## src/lpc_pkg.sv

```systemverilog
// Package: register map, reset values, timing constants and carrier types of the port PWM block
`default_nettype none
package lpc_pkg;
    localparam int         LPC_NUM_PORTS      = 10;
    localparam logic [7:0] LPC_ADDR_PORT0     = 8'h00;
    localparam logic [7:0] LPC_ADDR_PORT9     = 8'h09;
    localparam logic [7:0] LPC_ADDR_INSTAT_LO = 8'h0E;
    localparam logic [7:0] LPC_ADDR_INSTAT_HI = 8'h0F;
    localparam logic [7:0] LPC_ADDR_CONFIG    = 8'h10;
    localparam logic [7:0] LPC_ADDR_SCALE_LO  = 8'h13;
    localparam logic [7:0] LPC_ADDR_SCALE_HI  = 8'h14;
    localparam logic [7:0] LPC_ADDR_GLOBAL    = 8'h15;
    localparam logic [7:0] LPC_CODE_LOW       = 8'h00;
    localparam logic [7:0] LPC_CODE_INPUT     = 8'h01;
    localparam logic [7:0] LPC_CODE_STATIC    = 8'h02;
    localparam logic [7:0] LPC_CODE_PWM_MIN   = 8'h03;
    localparam logic [7:0] LPC_CODE_PWM_MAX   = 8'hFE;
    localparam int         LPC_CFG_RUN_BIT    = 0;
    localparam int         LPC_CFG_STAG_BIT   = 5;
    localparam int         LPC_CFG_CLKSEL_BIT = 7;
    // Writable configuration bits; 4:2 are status bits of the ramp logic and read 0 here
    localparam logic [7:0] LPC_CFG_RW_MASK    = 8'hE3;
    localparam logic [7:0] LPC_RST_PORT       = 8'hFF;
    localparam logic [7:0] LPC_RST_CONFIG     = 8'h00;
    localparam logic [7:0] LPC_RST_CONFIG_EXT = 8'h80;
    localparam logic [7:0] LPC_RST_SCALE      = 8'h00;
    localparam logic [7:0] LPC_RST_GLOBAL     = 8'h07;
    localparam logic [2:0] LPC_GLOBAL_MASK    = 3'h7;
    localparam logic [7:0] LPC_STAGGER_STEP   = 8'h20;
    localparam logic [7:0] LPC_PWM_LAST       = 8'hFF;
    localparam int         LPC_CLK_PERIOD_NS  = 5;
    localparam int         LPC_OSC_HZ         = 32000;
    localparam int         LPC_OSC_PERIOD_NS  = 1000000000 / LPC_OSC_HZ;
    localparam int         LPC_OSC_DIV_CYCLES = LPC_OSC_PERIOD_NS / LPC_CLK_PERIOD_NS;

    typedef struct packed {
        logic       wr;
        logic       rd;
        logic [7:0] addr;
        logic [7:0] wdata;
    } lpc_reg_req_t;

    typedef struct packed {
        logic [9:0] out;
        logic [9:0] oe;
        logic [9:0] sink;
        logic [9:0] full;
    } lpc_drive_t;
endpackage
`default_nettype wire

```

## src/lpc_port_pwm.sv

```systemverilog
// Ten-port LED driver: port codes, current scaling, PWM timebase and input readback
`default_nettype none
module lpc_port_pwm
    import lpc_pkg::*;
#(
    parameter bit HAS_EXT_CLK = 1'b1,
    parameter int OSC_DIV     = LPC_OSC_DIV_CYCLES
) (
    // Clock and reset
    input  wire logic         clock,
    input  wire logic         arst_n,
    // Register port, behind the serial interface
    input  wire lpc_reg_req_t reg_req,
    output var  logic [7:0]   reg_rdata,
    // External PWM clock pin
    input  wire logic         ext_pwm_clock_in,
    // Port pins and current mirror controls
    input  wire logic [9:0]   port_io_in,
    output var  lpc_drive_t   port_drive,
    output var  logic [2:0]   global_current
);
    localparam int N = LPC_NUM_PORTS;

    // Divider must fit the 13-bit tick counter
    if (OSC_DIV < 2 || OSC_DIV > 8191) begin : g_bad_osc_div
        $error("OSC_DIV out of range");
    end

    function automatic logic [7:0] phase_of(input int n, input logic stagger);
        return stagger ? 8'((n * int'(LPC_STAGGER_STEP)) % 256) : 8'h00;
    endfunction

    // Address decode shared by the write and read paths
    function automatic logic is_port_addr(input logic [7:0] addr);
        return addr <= LPC_ADDR_PORT9;
    endfunction

    // Codes whose sink follows the PWM counter
    function automatic logic is_pwm_code(input logic [7:0] code);
        return code >= LPC_CODE_PWM_MIN && code <= LPC_CODE_PWM_MAX;
    endfunction

    // Register file
    logic [7:0] port_cfg_reg [N];
    logic [7:0] port_cfg_next [N];
    logic [7:0] config_reg, config_next;
    logic [7:0] scale_lo_reg, scale_lo_next;
    logic [7:0] scale_hi_reg, scale_hi_next;
    logic [7:0] global_reg, global_next;
    logic [7:0] rdata_reg, rdata_next;
    logic [9:0] input_mask;
    logic [7:0] cfg_wdata;

    // Timebase and pin synchronisers
    logic [10:0] sync1_reg, sync2_reg, sync3_reg, filt_reg, filt_next;
    logic [12:0] osc_cnt_reg, osc_cnt_next;
    logic [7:0]  pwm_cnt_reg, pwm_cnt_next;
    logic        osc_tick, ext_tick, pwm_tick;

    // Drive
    lpc_drive_t drive_reg, drive_next;

    always_comb begin
        for (int i = 0; i < N; i++) begin
            input_mask[i] = (port_cfg_reg[i] == LPC_CODE_INPUT);
        end
    end

    always_comb begin
        for (int i = 0; i < N; i++) begin
            port_cfg_next[i] = port_cfg_reg[i];
        end
        config_next   = config_reg;
        scale_lo_next = scale_lo_reg;
        scale_hi_next = scale_hi_reg;
        global_next   = global_reg;
        rdata_next    = rdata_reg;
        cfg_wdata     = reg_req.wdata & LPC_CFG_RW_MASK;
        if (!HAS_EXT_CLK) begin
            cfg_wdata[LPC_CFG_CLKSEL_BIT] = 1'b0;
        end
        if (reg_req.wr) begin
            if (is_port_addr(reg_req.addr)) begin
                port_cfg_next[reg_req.addr[3:0]] = reg_req.wdata;
            end else if (reg_req.addr == LPC_ADDR_CONFIG) begin
                config_next = cfg_wdata;
            end else if (reg_req.addr == LPC_ADDR_SCALE_LO) begin
                scale_lo_next = reg_req.wdata;
            end else if (reg_req.addr == LPC_ADDR_SCALE_HI) begin
                scale_hi_next = reg_req.wdata;
            end else if (reg_req.addr == LPC_ADDR_GLOBAL) begin
                global_next = reg_req.wdata;
            end
            // Status addresses and unmapped ones fall through untouched
        end
        if (reg_req.rd) begin
            if (is_port_addr(reg_req.addr)) begin
                rdata_next = port_cfg_reg[reg_req.addr[3:0]];
            end else if (reg_req.addr == LPC_ADDR_INSTAT_LO) begin
                rdata_next = filt_reg[7:0] & input_mask[7:0];
            end else if (reg_req.addr == LPC_ADDR_INSTAT_HI) begin
                rdata_next = {6'h00, filt_reg[9:8] & input_mask[9:8]};
            end else if (reg_req.addr == LPC_ADDR_CONFIG) begin
                rdata_next = config_reg;
            end else if (reg_req.addr == LPC_ADDR_SCALE_LO) begin
                rdata_next = scale_lo_reg;
            end else if (reg_req.addr == LPC_ADDR_SCALE_HI) begin
                rdata_next = scale_hi_reg;
            end else if (reg_req.addr == LPC_ADDR_GLOBAL) begin
                rdata_next = global_reg;
            end else begin
                rdata_next = 8'h00;
            end
        end
    end

    always_ff @(posedge clock or negedge arst_n) begin
        if (!arst_n) begin
            for (int i = 0; i < N; i++) begin
                port_cfg_reg[i] <= LPC_RST_PORT;
            end
            // Pin variant comes up on the external clock
            config_reg   <= HAS_EXT_CLK ? LPC_RST_CONFIG_EXT : LPC_RST_CONFIG;
            scale_lo_reg <= LPC_RST_SCALE;
            scale_hi_reg <= LPC_RST_SCALE;
            global_reg   <= LPC_RST_GLOBAL;
            rdata_reg    <= 8'h00;
        end else begin
            port_cfg_reg <= port_cfg_next;
            config_reg   <= config_next;
            scale_lo_reg <= scale_lo_next;
            scale_hi_reg <= scale_hi_next;
            global_reg   <= global_next;
            rdata_reg    <= rdata_next;
        end
    end

    // Timebase: a level counts only once the second and third stages agree
    always_comb begin
        for (int b = 0; b < 11; b++) begin
            filt_next[b] = (sync2_reg[b] == sync3_reg[b]) ? sync3_reg[b] : filt_reg[b];
        end
        osc_tick     = (osc_cnt_reg == 13'(OSC_DIV - 1));
        osc_cnt_next = osc_tick ? 13'h0000 : osc_cnt_reg + 13'h0001;
        ext_tick     = filt_next[10] & ~filt_reg[10];
        pwm_tick     = config_reg[LPC_CFG_CLKSEL_BIT] ? ext_tick : osc_tick;
        pwm_cnt_next = pwm_tick ? pwm_cnt_reg + 8'h01 : pwm_cnt_reg;
    end

    always_ff @(posedge clock or negedge arst_n) begin
        if (!arst_n) begin
            sync1_reg   <= 11'h000;
            sync2_reg   <= 11'h000;
            sync3_reg   <= 11'h000;
            filt_reg    <= 11'h000;
            osc_cnt_reg <= 13'h0000;
            pwm_cnt_reg <= 8'h00;
        end else begin
            sync1_reg   <= {ext_pwm_clock_in, port_io_in};
            sync2_reg   <= sync1_reg;
            sync3_reg   <= sync2_reg;
            filt_reg    <= filt_next;
            osc_cnt_reg <= osc_cnt_next;
            pwm_cnt_reg <= pwm_cnt_next;
        end
    end

    // Per-port drive; the open-drain level is always low, only its enable moves
    always_comb begin
        logic [7:0] code;
        logic [7:0] rel;
        logic       run;
        code       = 8'h00;
        rel        = 8'h00;
        run        = config_reg[LPC_CFG_RUN_BIT];
        drive_next = '0;
        drive_next.full = {scale_hi_reg[1:0], scale_lo_reg};
        for (int i = 0; i < N; i++) begin
            code = port_cfg_reg[i];
            rel  = pwm_cnt_reg - phase_of(i, config_reg[LPC_CFG_STAG_BIT]);
            drive_next.oe[i] = (code == LPC_CODE_LOW);
            if (run && code == LPC_CODE_STATIC) begin
                drive_next.sink[i] = 1'b1;
            end else if (run && is_pwm_code(code)) begin
                drive_next.sink[i] = (rel < code);
            end
            // Code 0xFF, 0x01 and shutdown leave the sink off
        end
    end

    always_ff @(posedge clock or negedge arst_n) begin
        if (!arst_n) begin
            drive_reg <= '0;
        end else begin
            drive_reg <= drive_next;
        end
    end

    assign port_drive     = drive_reg;
    assign reg_rdata      = rdata_reg;
    assign global_current = global_reg[2:0];

    // Per-port forms of the off, input, no-sink and static code checks, so every port is covered
    for (genvar p = 0; p < N; p++) begin : g_port_chk

    end
endmodule // lpc_port_pwm
`default_nettype wire

```

## config.mk

```make
export PLATFORM = sky130hd
export DESIGN_NAME = lpc_port_pwm
export DESIGN_NICKNAME = d
export VERILOG_FILES = /design/src/lpc_pkg.sv /design/src/lpc_port_pwm.sv
export SDC_FILE = /design/constraint.sdc
export NUM_CORES = 1
export LEC_CHECK = 0
export BUFFER_PORTS_ARGS = -buffer_cell sky130_fd_sc_hd__buf_2
export CORE_MARGIN = 10
export CORE_UTILIZATION = 60
export CTS_CLUSTER_SIZE = 28
export DETAILED_ROUTE_END_ITERATION = 6
export GPL_TIMING_DRIVEN = 0
export PLACE_DENSITY = 0.83
export SYNTH_ARGS = -nofsm -noshare
export SYNTH_HDL_FRONTEND = slang
export SYNTH_SLANG_ARGS = --single-unit
```

## constraint.sdc

```tcl
create_clock -name clock -period 2.96 [get_ports clock]
set_clock_uncertainty 0.1 [all_clocks]
set_input_delay 0.592 -clock clock [delete_from_list [all_inputs] [get_ports clock]]
set_output_delay 0.592 -clock clock [all_outputs]
set_load 0.1 [all_outputs]
```

=== After elaboration in Yosys (flattened, before gate mapping) ===
Cells that the tools add are included.

* Output and inout bits: 51
* Input port bits: 31
* Register bits after elaboration: 212
* Word-level logic and storage cells: 212

* Reductions and logical operators: 46
* Muxes and demuxes: 43
* Bitwise logic cells: 9
* Equal/unequal tests: 38
* Add/subtract/negate cells: 9
* $lt $le $gt $ge: 33

{| class="wikitable"
|+ Operators by type and width
! kind !! number
|-
| $mux W8 || 14
|-
| $bwmux W80 || 1
|-
| $eq A8 B1 Y1 const B || 10
|-
| $eq A8 B2 Y1 const B || 10
|-
| $ge A8 B2 Y1 const B || 10
|-
| $le A8 B8 Y1 const B || 10
|-
| $logic_not A8 Y1 || 10
|-
| $lt A8 B8 Y1 || 10
|-
| $bmux W8 S4 || 1
|-
| $demux W8 S4 || 1
|-
| $eq A8 B5 Y1 const B || 4
|-
| $sub A8 B8 Y8 || 4
|-
| $logic_and A1 B1 Y1 || 31
|-
| $mux W1 || 22
|-
| $eq A8 B4 Y1 const B || 2
|-
| $sub A8 B7 Y8 || 2
|-
| $mux W7 || 2
|-
| $add A13 B1 Y13 const B || 1
|-
| $eq A13 B13 Y1 const B || 1
|-
| $mux W13 || 1
|-
| $eq A1 B1 Y1 || 11
|-
| $add A8 B1 Y8 const B || 1
|-
| $and A8 B8 Y8 || 1
|-
| $le A8 B4 Y1 const B || 1
|-
| 13 further kinds || 17
|}

=== Depth between registers and ports, before layout ===
Gate-level depths: netlist of the first run.

* Depth in word-level cells: 8
* Depth in mapped cells: 12
* Gate-level depth less buffers: 12

=== Worst setup path before layout of the first run ===
Ideal clock, no wire load.

* Path kind: reg-to-reg
* From: reg pwm_cnt_reg[5]
* To: reg drive_reg (netlist bit port_drive[15])
* Data required time: 2.777 ns
* Buffers on the path: 0
* Data arrival time: 2.228 ns
* Clock period less this slack: 2.410 ns
* Cell stages (with the launch flop): 13
* Library setup time: 0.083 ns
* Slack: 0.550 ns
* Cell sequence: dfrtp_1 inv_1 ha_1 ha_1 xor2_1 xnor2_1 ha_1 nand2_1 o21ai_0 nor4b_1 o31a_1 o21ai_0 o21ai_0

{| class="wikitable"
|+ RTL lines
! item !! RTL line !! text
|-
| start: declaration || lpc_port_pwm.sv:57 || <nowiki>logic [7:0] pwm_cnt_reg, pwm_cnt_next;</nowiki>
|-
| start signal: assignment || lpc_port_pwm.sv:164 || <nowiki>pwm_cnt_reg <= pwm_cnt_next;</nowiki>
|-
| end signal: assignment || lpc_port_pwm.sv:195 || <nowiki>drive_reg <= drive_next;</nowiki>
|-
| end: declaration || lpc_port_pwm.sv:61 || <nowiki>lpc_drive_t drive_reg, drive_next;</nowiki>
|}

==> metrics.txt, run 1 <==
later-pin clock latency in the skew report=0.52 ns; Worst-Margin Slew=0.973 ns; Post-Route WL=31.0 mm; Detail Route Antenna Nets=0; Root Driver=clkbuf_16; Hold WS=0.0444 ns; Antenna diodes=0; initial core utilization=0.616; port bufs=69; final setup vio count=0; CTS Sinks=212; Final Cycle Share=0.947; CTS Hold Bufs=0; Seq pwr share=0.423; synth unique cells=54; Hold WC Path Type=input port to async pin; first-pass GRT wire length=48.2 mm; leakage power=5.84 nW; nature of the critical path endpoint=flip-flop; Post-synth EDFFs=0; max reg flops=80; Cell Area, Synth=11200 µm²; GRT Resource Usage Total=0.252; final std cells w/o fill=1346; final core occ=0.703; Comb pwr share=0.165; Cell Int Power=5.43 mW; Fmax achieved=357 MHz; First-pass DRT Iterations=6; prevailing post-synth register cell=dfrtp_1; Worst EP arrival=3.13 ns; number of global-route vias before repair=8410; antenna violations before repair=1; Worst slew margin=0.351; DRC violations left=0; Post-Synthesis Cells=994; CTS Buffer Depth=3; core box area=18100 µm²; IO Count=82; Yosys reg bits=212; Fin Setup TNS=0 ns; area delta synth->final=14.1%; cells taking the most area after synthesis=dfrtp_1, dfstp_2, mux2_2; clock share of power=0.412; RSZ-0062 raised after global routing=true; share of layout cells above drive strength 1=0.301; largest area contributor in the netlist=dfrtp_1; Worst-path clk slew=0.06 ns; top cells by count, synth=dfrtp_1, mux2_2, dfstp_2; # rows=49; Final Max Tran Viols=0; fillcell total=1328; CTS H-Tree Depth=1; Starting DRT DRC Count=744; GRT overflow=0; Setup Buffers After CTS=0; Pwr Density=605 nW/µm²; Final GP Congestion=0.960; largest net degree at the start of global routing=111; Vias=8436; placed cell count=1302; Async SR Flop Fraction=1.00; Mean Syn Cell Area=11.2 µm²; Switching Power=2.29 mW; Worst EP required=3.29 ns; FF+latch area=5410 µm²; Post-DP HPWL=22.1 mm; WS Path Type=flip-flop to flip-flop; Die Span X=156 µm; area of the multi-input gates=5290 µm²; Worst Path Max Fanout=9; DIE AREA=24500 µm²; Seq/Total Area, Yosys=0.484; area share of the largest cell type after synthesis=0.287; nature of the critical path startpoint=flip-flop; Setup WS pre-CTS=-0.239 ns; TritonCTS clock tree=yes; max cap viols=0; Max rail drop VDD=0.000474 V; post-layout min period=2.80 ns; Ys Warns=0; Vias per Instance=6.27; most frequent cell after synthesis=dfrtp_1; DIE HEIGHT=156 µm; WL per Instance=23.1 µm; Hold Violations, Final=0; Switching Fraction=0.296; CTS buffer count=24; status=completed; Final Worst Setup Slack=0.157 ns; nets=1208
==> worst max-delay path, cell delays in order, from the launching register on <==
cell,delay [ns]
dfrtp_2,0.53
inv_1,0.08
ha_1,0.22
ha_1,0.25
xor2_4,0.30
xnor2_1,0.16
ha_1,0.27
nand2_1,0.07
o21ai_0,0.09
nor4b_1,0.31
o31a_1,0.18
o21ai_0,0.06
o21ai_0,0.08
==> per-stage QoR <==
step | instance area (µm²) | power, mW
global route | 12800 | 7.97
global placement | 11800 | 4.54
detailed placement | 11900 | 4.57
finish | 12800 | 7.72
CTS | 12700 | 7.73
floorplan | 11200 | 4.19
==> cell usage in the layout (no fill, tap or decap), types with 10 or more instances in the layout <==
| cell type | count |
|---|---|
| mux2i_1 | 20 |
| o21ai_0 | 42 |
| a21o_1 | 14 |
| o211ai_1 | 13 |
| dfstp_2 | 84 |
| buf_2 | 73 |
| nand2b_1 | 14 |
| nand4_1 | 34 |
| nand2_1 | 56 |
| nand3_1 | 21 |
| nor3_1 | 10 |
| inv_1 | 80 |
| maj3_1 | 11 |
| clkbuf_16 | 25 |
| buf_4 | 13 |
| dfrtp_1 | 126 |
| mux2_2 | 103 |
| nor2_1 | 69 |
| clkbuf_1 | 29 |
| mux4_2 | 10 |
| conb_1 | 10 |
| ha_1 | 77 |
| a21oi_1 | 31 |
| xnor2_1 | 16 |
==> power by group through the flow <==
stage / Clock (mW) / Combinational [mW] / Sequential (mW)
after CTS: 3.20 / 1.27 / 3.26
after global placement: 0 / 1.24 / 3.30
after global routing: 3.33 / 1.36 / 3.28
final: 3.18 / 1.28 / 3.26
after detailed placement: 0 / 1.26 / 3.30
after floorplan: 0 / 0.559 / 3.63
==> per-layer routing <==
layer / routed length (µm) / track usage
met1: 12500 / 0.329
met2: 14700 / 0.413
met3: 2470 / 0.0428
met4: 1320 / 0.0998
met5: 17 / 0
==> worst paths after layout <==
kind / start / endpoint / slack, ns / depth (start not counted)
setup / recovery: pwm_cnt_reg[5] / port_drive[15] / 0.16 / 12
min in group clock: port_io_in[1] / sync1_reg[1] / 0.07 / 1
hold reg to reg: sync1_reg[3] / sync2_reg[3] / 0.25 / 0
hold / removal: arst_n / port_drive[11] / 0.04 / 1
max in group asynchronous: arst_n / port_cfg_reg[16] / 1.74 / 2
setup reg to reg: pwm_cnt_reg[5] / port_drive[15] / 0.16 / 12
==> repair_timing <==
item | in CTS | in global routing
pin swaps | 0 | 0
cloned | 0 | 0
gates resized for setup | 2 | 2
setup endpoints to repair | 1 | 2
==> kinds of logic (layout without fill, tap and decap cells) <==
logic type                 after synthesis  after routing  share of synthesized area
and+or+nand+nor                        254            254                      0.116
DFF                                    212            212                      0.484
AOI/OAI and AO/OA                      150            150                     0.0907
muxes                                  135            135                      0.144
buffers and inverters                  128            242                     0.0479
adders and majority gates               89             89                     0.0978
xor gates and xnor gates                25             25                     0.0196
other                                    1             10                   0.000335
==> layout make-up <==
| type | count | area share |
|---|---|---|
| Clock inverter | 13 | 0.0139 |
| Inverter | 80 | 0.0235 |
| Buffer | 48 | 0.0184 |
| Sequential cell | 212 | 0.424 |
| Multi-Input combinational cell | 663 | 0.414 |
| Tap cell | 229 | 0.0225 |
| Clock buffer | 31 | 0.0532 |
| Timing Repair Buffer | 70 | 0.0300 |
Note: power is estimated with default switching activity, not from simulation.
==> run 2: changes to the inputs <==
--- a/config.mk
+++ b/config.mk
@@ -10,7 +10,6 @@
 export CORE_UTILIZATION = 60
 export CTS_CLUSTER_SIZE = 28
 export DETAILED_ROUTE_END_ITERATION = 6
-export GPL_TIMING_DRIVEN = 0
 export PLACE_DENSITY = 0.83
 export SYNTH_ARGS = -nofsm -noshare
 export SYNTH_HDL_FRONTEND = slang
==> run 2 against run 1 <==
Against the previous run: combinational power shrank 3%; critical path depth shrank 1; utilization shrank 1.5 points; count of clock-buffer cells in the layout shrank 1; wire length shrank 3.6%; maximum frequency grew 6.1%; final area shrank 2.1%; non-clock buffer count shrank 29; die area is the same; critical endpoint unchanged.
==> metrics.txt, run 2 (same netlist as run 1, synthesis figures left out) <==
most common cell after layout, fill and taps aside=dfrtp_1 (unchanged); Fmax achieved=379 MHz (was 357 MHz); Final Max Tran Viols=0 (unchanged); Starting DRT DRC Count=867 (was 744); crit-path max cell delay=0.48 ns (was 0.53 ns); RSZ-0062 raised after global routing=false (was true); nature of the critical path startpoint=flip-flop (unchanged); Hold WC Path Type=input port to flip-flop (was input port to async pin); Vias per Instance=6.37 (was 6.27); Worst slew margin=0.425 (was 0.351); Fin Setup TNS=0 ns (unchanged); later-pin clock latency in the skew report=0.51 ns (was 0.52 ns); largest net degree at the start of global routing=70 (was 111); crit path cell chain=ha_1, ha_1, xor2_1, xnor2_1, ha_1, nand2_1, o21ai_0, nor4b_1, o31a_1, o21ai_0, o21ai_0 (was inv_1, ha_1, ha_1, xor2_4, xnor2_1, ha_1, nand2_1, o21ai_0, nor4b_1, o31a_1, o21ai_0, o21ai_0); Post-DP HPWL=21.2 mm (was 22.1 mm); number of global-route vias before repair=8550 (was 8410); Final Cycle Share=0.893 (was 0.947); Final Worst Setup Slack=0.318 ns (was 0.157 ns); initial core utilization=0.616 (unchanged); number of gates resized after cts=0 (was 2); TritonCTS clock tree=yes (unchanged); Post-Route WL=29.9 mm (was 31.0 mm); max reg flops=80 (unchanged); reg-to-reg slack, setup=0.32 ns (was 0.16 ns); critical path's slowest cell=dfrtp_1 (was dfrtp_2); GRT overflow=0 (unchanged); IO Count=82 (unchanged); min-delay src=port_io_in[7]; WS Path Type=flip-flop to flip-flop (unchanged); Worst-path clk slew=0.06 ns (about the same); share of layout cells above drive strength 1=0.302 (was 0.301); Vias=8366 (was 8436); Die Span X=156 µm (unchanged); CTS Buffer Depth=3 (unchanged); port bufs=71 (was 69); Antenna diodes=0 (unchanged); WL per Instance=22.8 µm (was 23.1 µm); post-layout min period=2.64 ns (was 2.80 ns); first-pass GRT wire length=47.7 mm (was 48.2 mm); CTS Sinks=212 (unchanged); Hold WS=0.0865 ns (was 0.0444 ns); core box area=18100 µm² (unchanged); max cap viols=0 (unchanged); DRC violations left=0 (unchanged); CP bufs+invs=0 (was 1); Pwr Density=581 nW/µm² (was 605 nW/µm²); Root Driver=clkbuf_16 (unchanged); Detail Route Antenna Nets=0 (unchanged); antenna violations before repair=1 (unchanged); First-pass DRT Iterations=5 (was 6); Setup WS pre-CTS=0.312 ns (was -0.239 ns); critical path startpoint=config_reg[5] (was pwm_cnt_reg[5]); fillcell total=1331 (was 1328); CTS H-Tree Depth=1 (unchanged); Final GP Congestion=1.00 (was 0.960); # rows=49 (unchanged); leakage power=5.73 nW (was 5.84 nW); nets=1178 (was 1208); CTS buffer count=23 (was 24); area delta synth->final=11.7% (was 14.1%); RR Startpoint=config_reg[5] (was pwm_cnt_reg[5]); DIE AREA=24500 µm² (unchanged); Worst Path Max Fanout=7 (was 9); final setup vio count=0 (unchanged); nature of the critical path endpoint=flip-flop (unchanged); commonest cells after routing, fill and taps aside=dfrtp_1, mux2_2, dfstp_2, inv_1, ha_1 (unchanged); DIE HEIGHT=156 µm (unchanged); CP top delay family=adder cells (unchanged); GRT Resource Usage Total=0.248 (was 0.252); Worst EP arrival=2.97 ns (was 3.13 ns); status=completed (unchanged); final core occ=0.688 (was 0.703); Hold Violations, Final=0 (unchanged); Max rail drop VDD=0.000528 V (was 0.000474 V); Worst-Margin Slew=0.863 ns (was 0.973 ns); Worst EP required=3.29 ns (about the same)
==> run 2: cell count changes in the layout (fill, tap and decap cells not counted), moves of 2 or more <==
cell | previous run | this run
buf_2 | 73 | 70
dfrtp_2 | 2 | 0
clkbuf_16 | 25 | 23
bufinv_16 | 4 | 1
buf_1 | 4 | 0
dfrtp_1 | 126 | 128
clkinv_2 | 5 | 7
clkinv_4 | 2 | 0
buf_4 | 13 | 16
clkbuf_1 | 29 | 5
==> run 2: through the flow <==
stage	instances	power (mW)	area (µm²)
2_1_floorplan	1003	4.19	11200
6_report	1314	7.26	12500
5_1_grt	1314	7.51	12500
3_3_place_gp	1272	4.52	11800
3_5_place_dp	1272	4.55	11800
4_1_cts	1314	7.27	12500
==> run 2: per-layer routing <==
layer  vias up  GRT usage  part of all wire
met3        98     0.0611             0.083
met4         2      0.128             0.052
li1       3698          -                 -
met2       399      0.392              0.47
met1      4169      0.310              0.40
met5         -          0           0.00043
==> run 2: what timing repair did <==
| action | in CTS | in global routing |
|---|---|---|
| hold buffers | 1 | 0 |
| endpoints found under the hold margin | 37 | 0 |
| setup buffers | 0 | 0 |
| endpoints found under the setup margin | 0 | 0 |
==> run 2: worst paths after layout <==
check                                    to  depth (start not counted)
max reg2reg                  port_drive[15]                         11
max                          port_drive[15]                         11
max in group asynchronous  port_cfg_reg[11]                          3
min in group asynchronous    port_drive[21]                          2
min                            sync1_reg[7]                          1
min reg2reg                    sync2_reg[2]                          0
==> run 2: where the power goes <==
part / internal, mW / switching, mW / total, mW / leakage [nW]
Clock: 1.57 / 1.17 / 2.73 / 0.346
Sequential: 3.11 / 0.168 / 3.28 / 2.49
Combinational: 0.337 / 0.905 / 1.24 / 2.89
==> run 2: cell type report <==
class / instances / area (µm²) / area share
Multi-Input combinational cell: 663 / 5270 / 0.422
Tap cell: 229 / 287 / 0.0229
Sequential cell: 212 / 5410 / 0.433
Inverter: 80 / 300 / 0.0240
Clock inverter: 11 / 87.6 / 0.00701
Timing Repair Buffer: 89 / 515 / 0.0413
Clock buffer: 30 / 622 / 0.0498
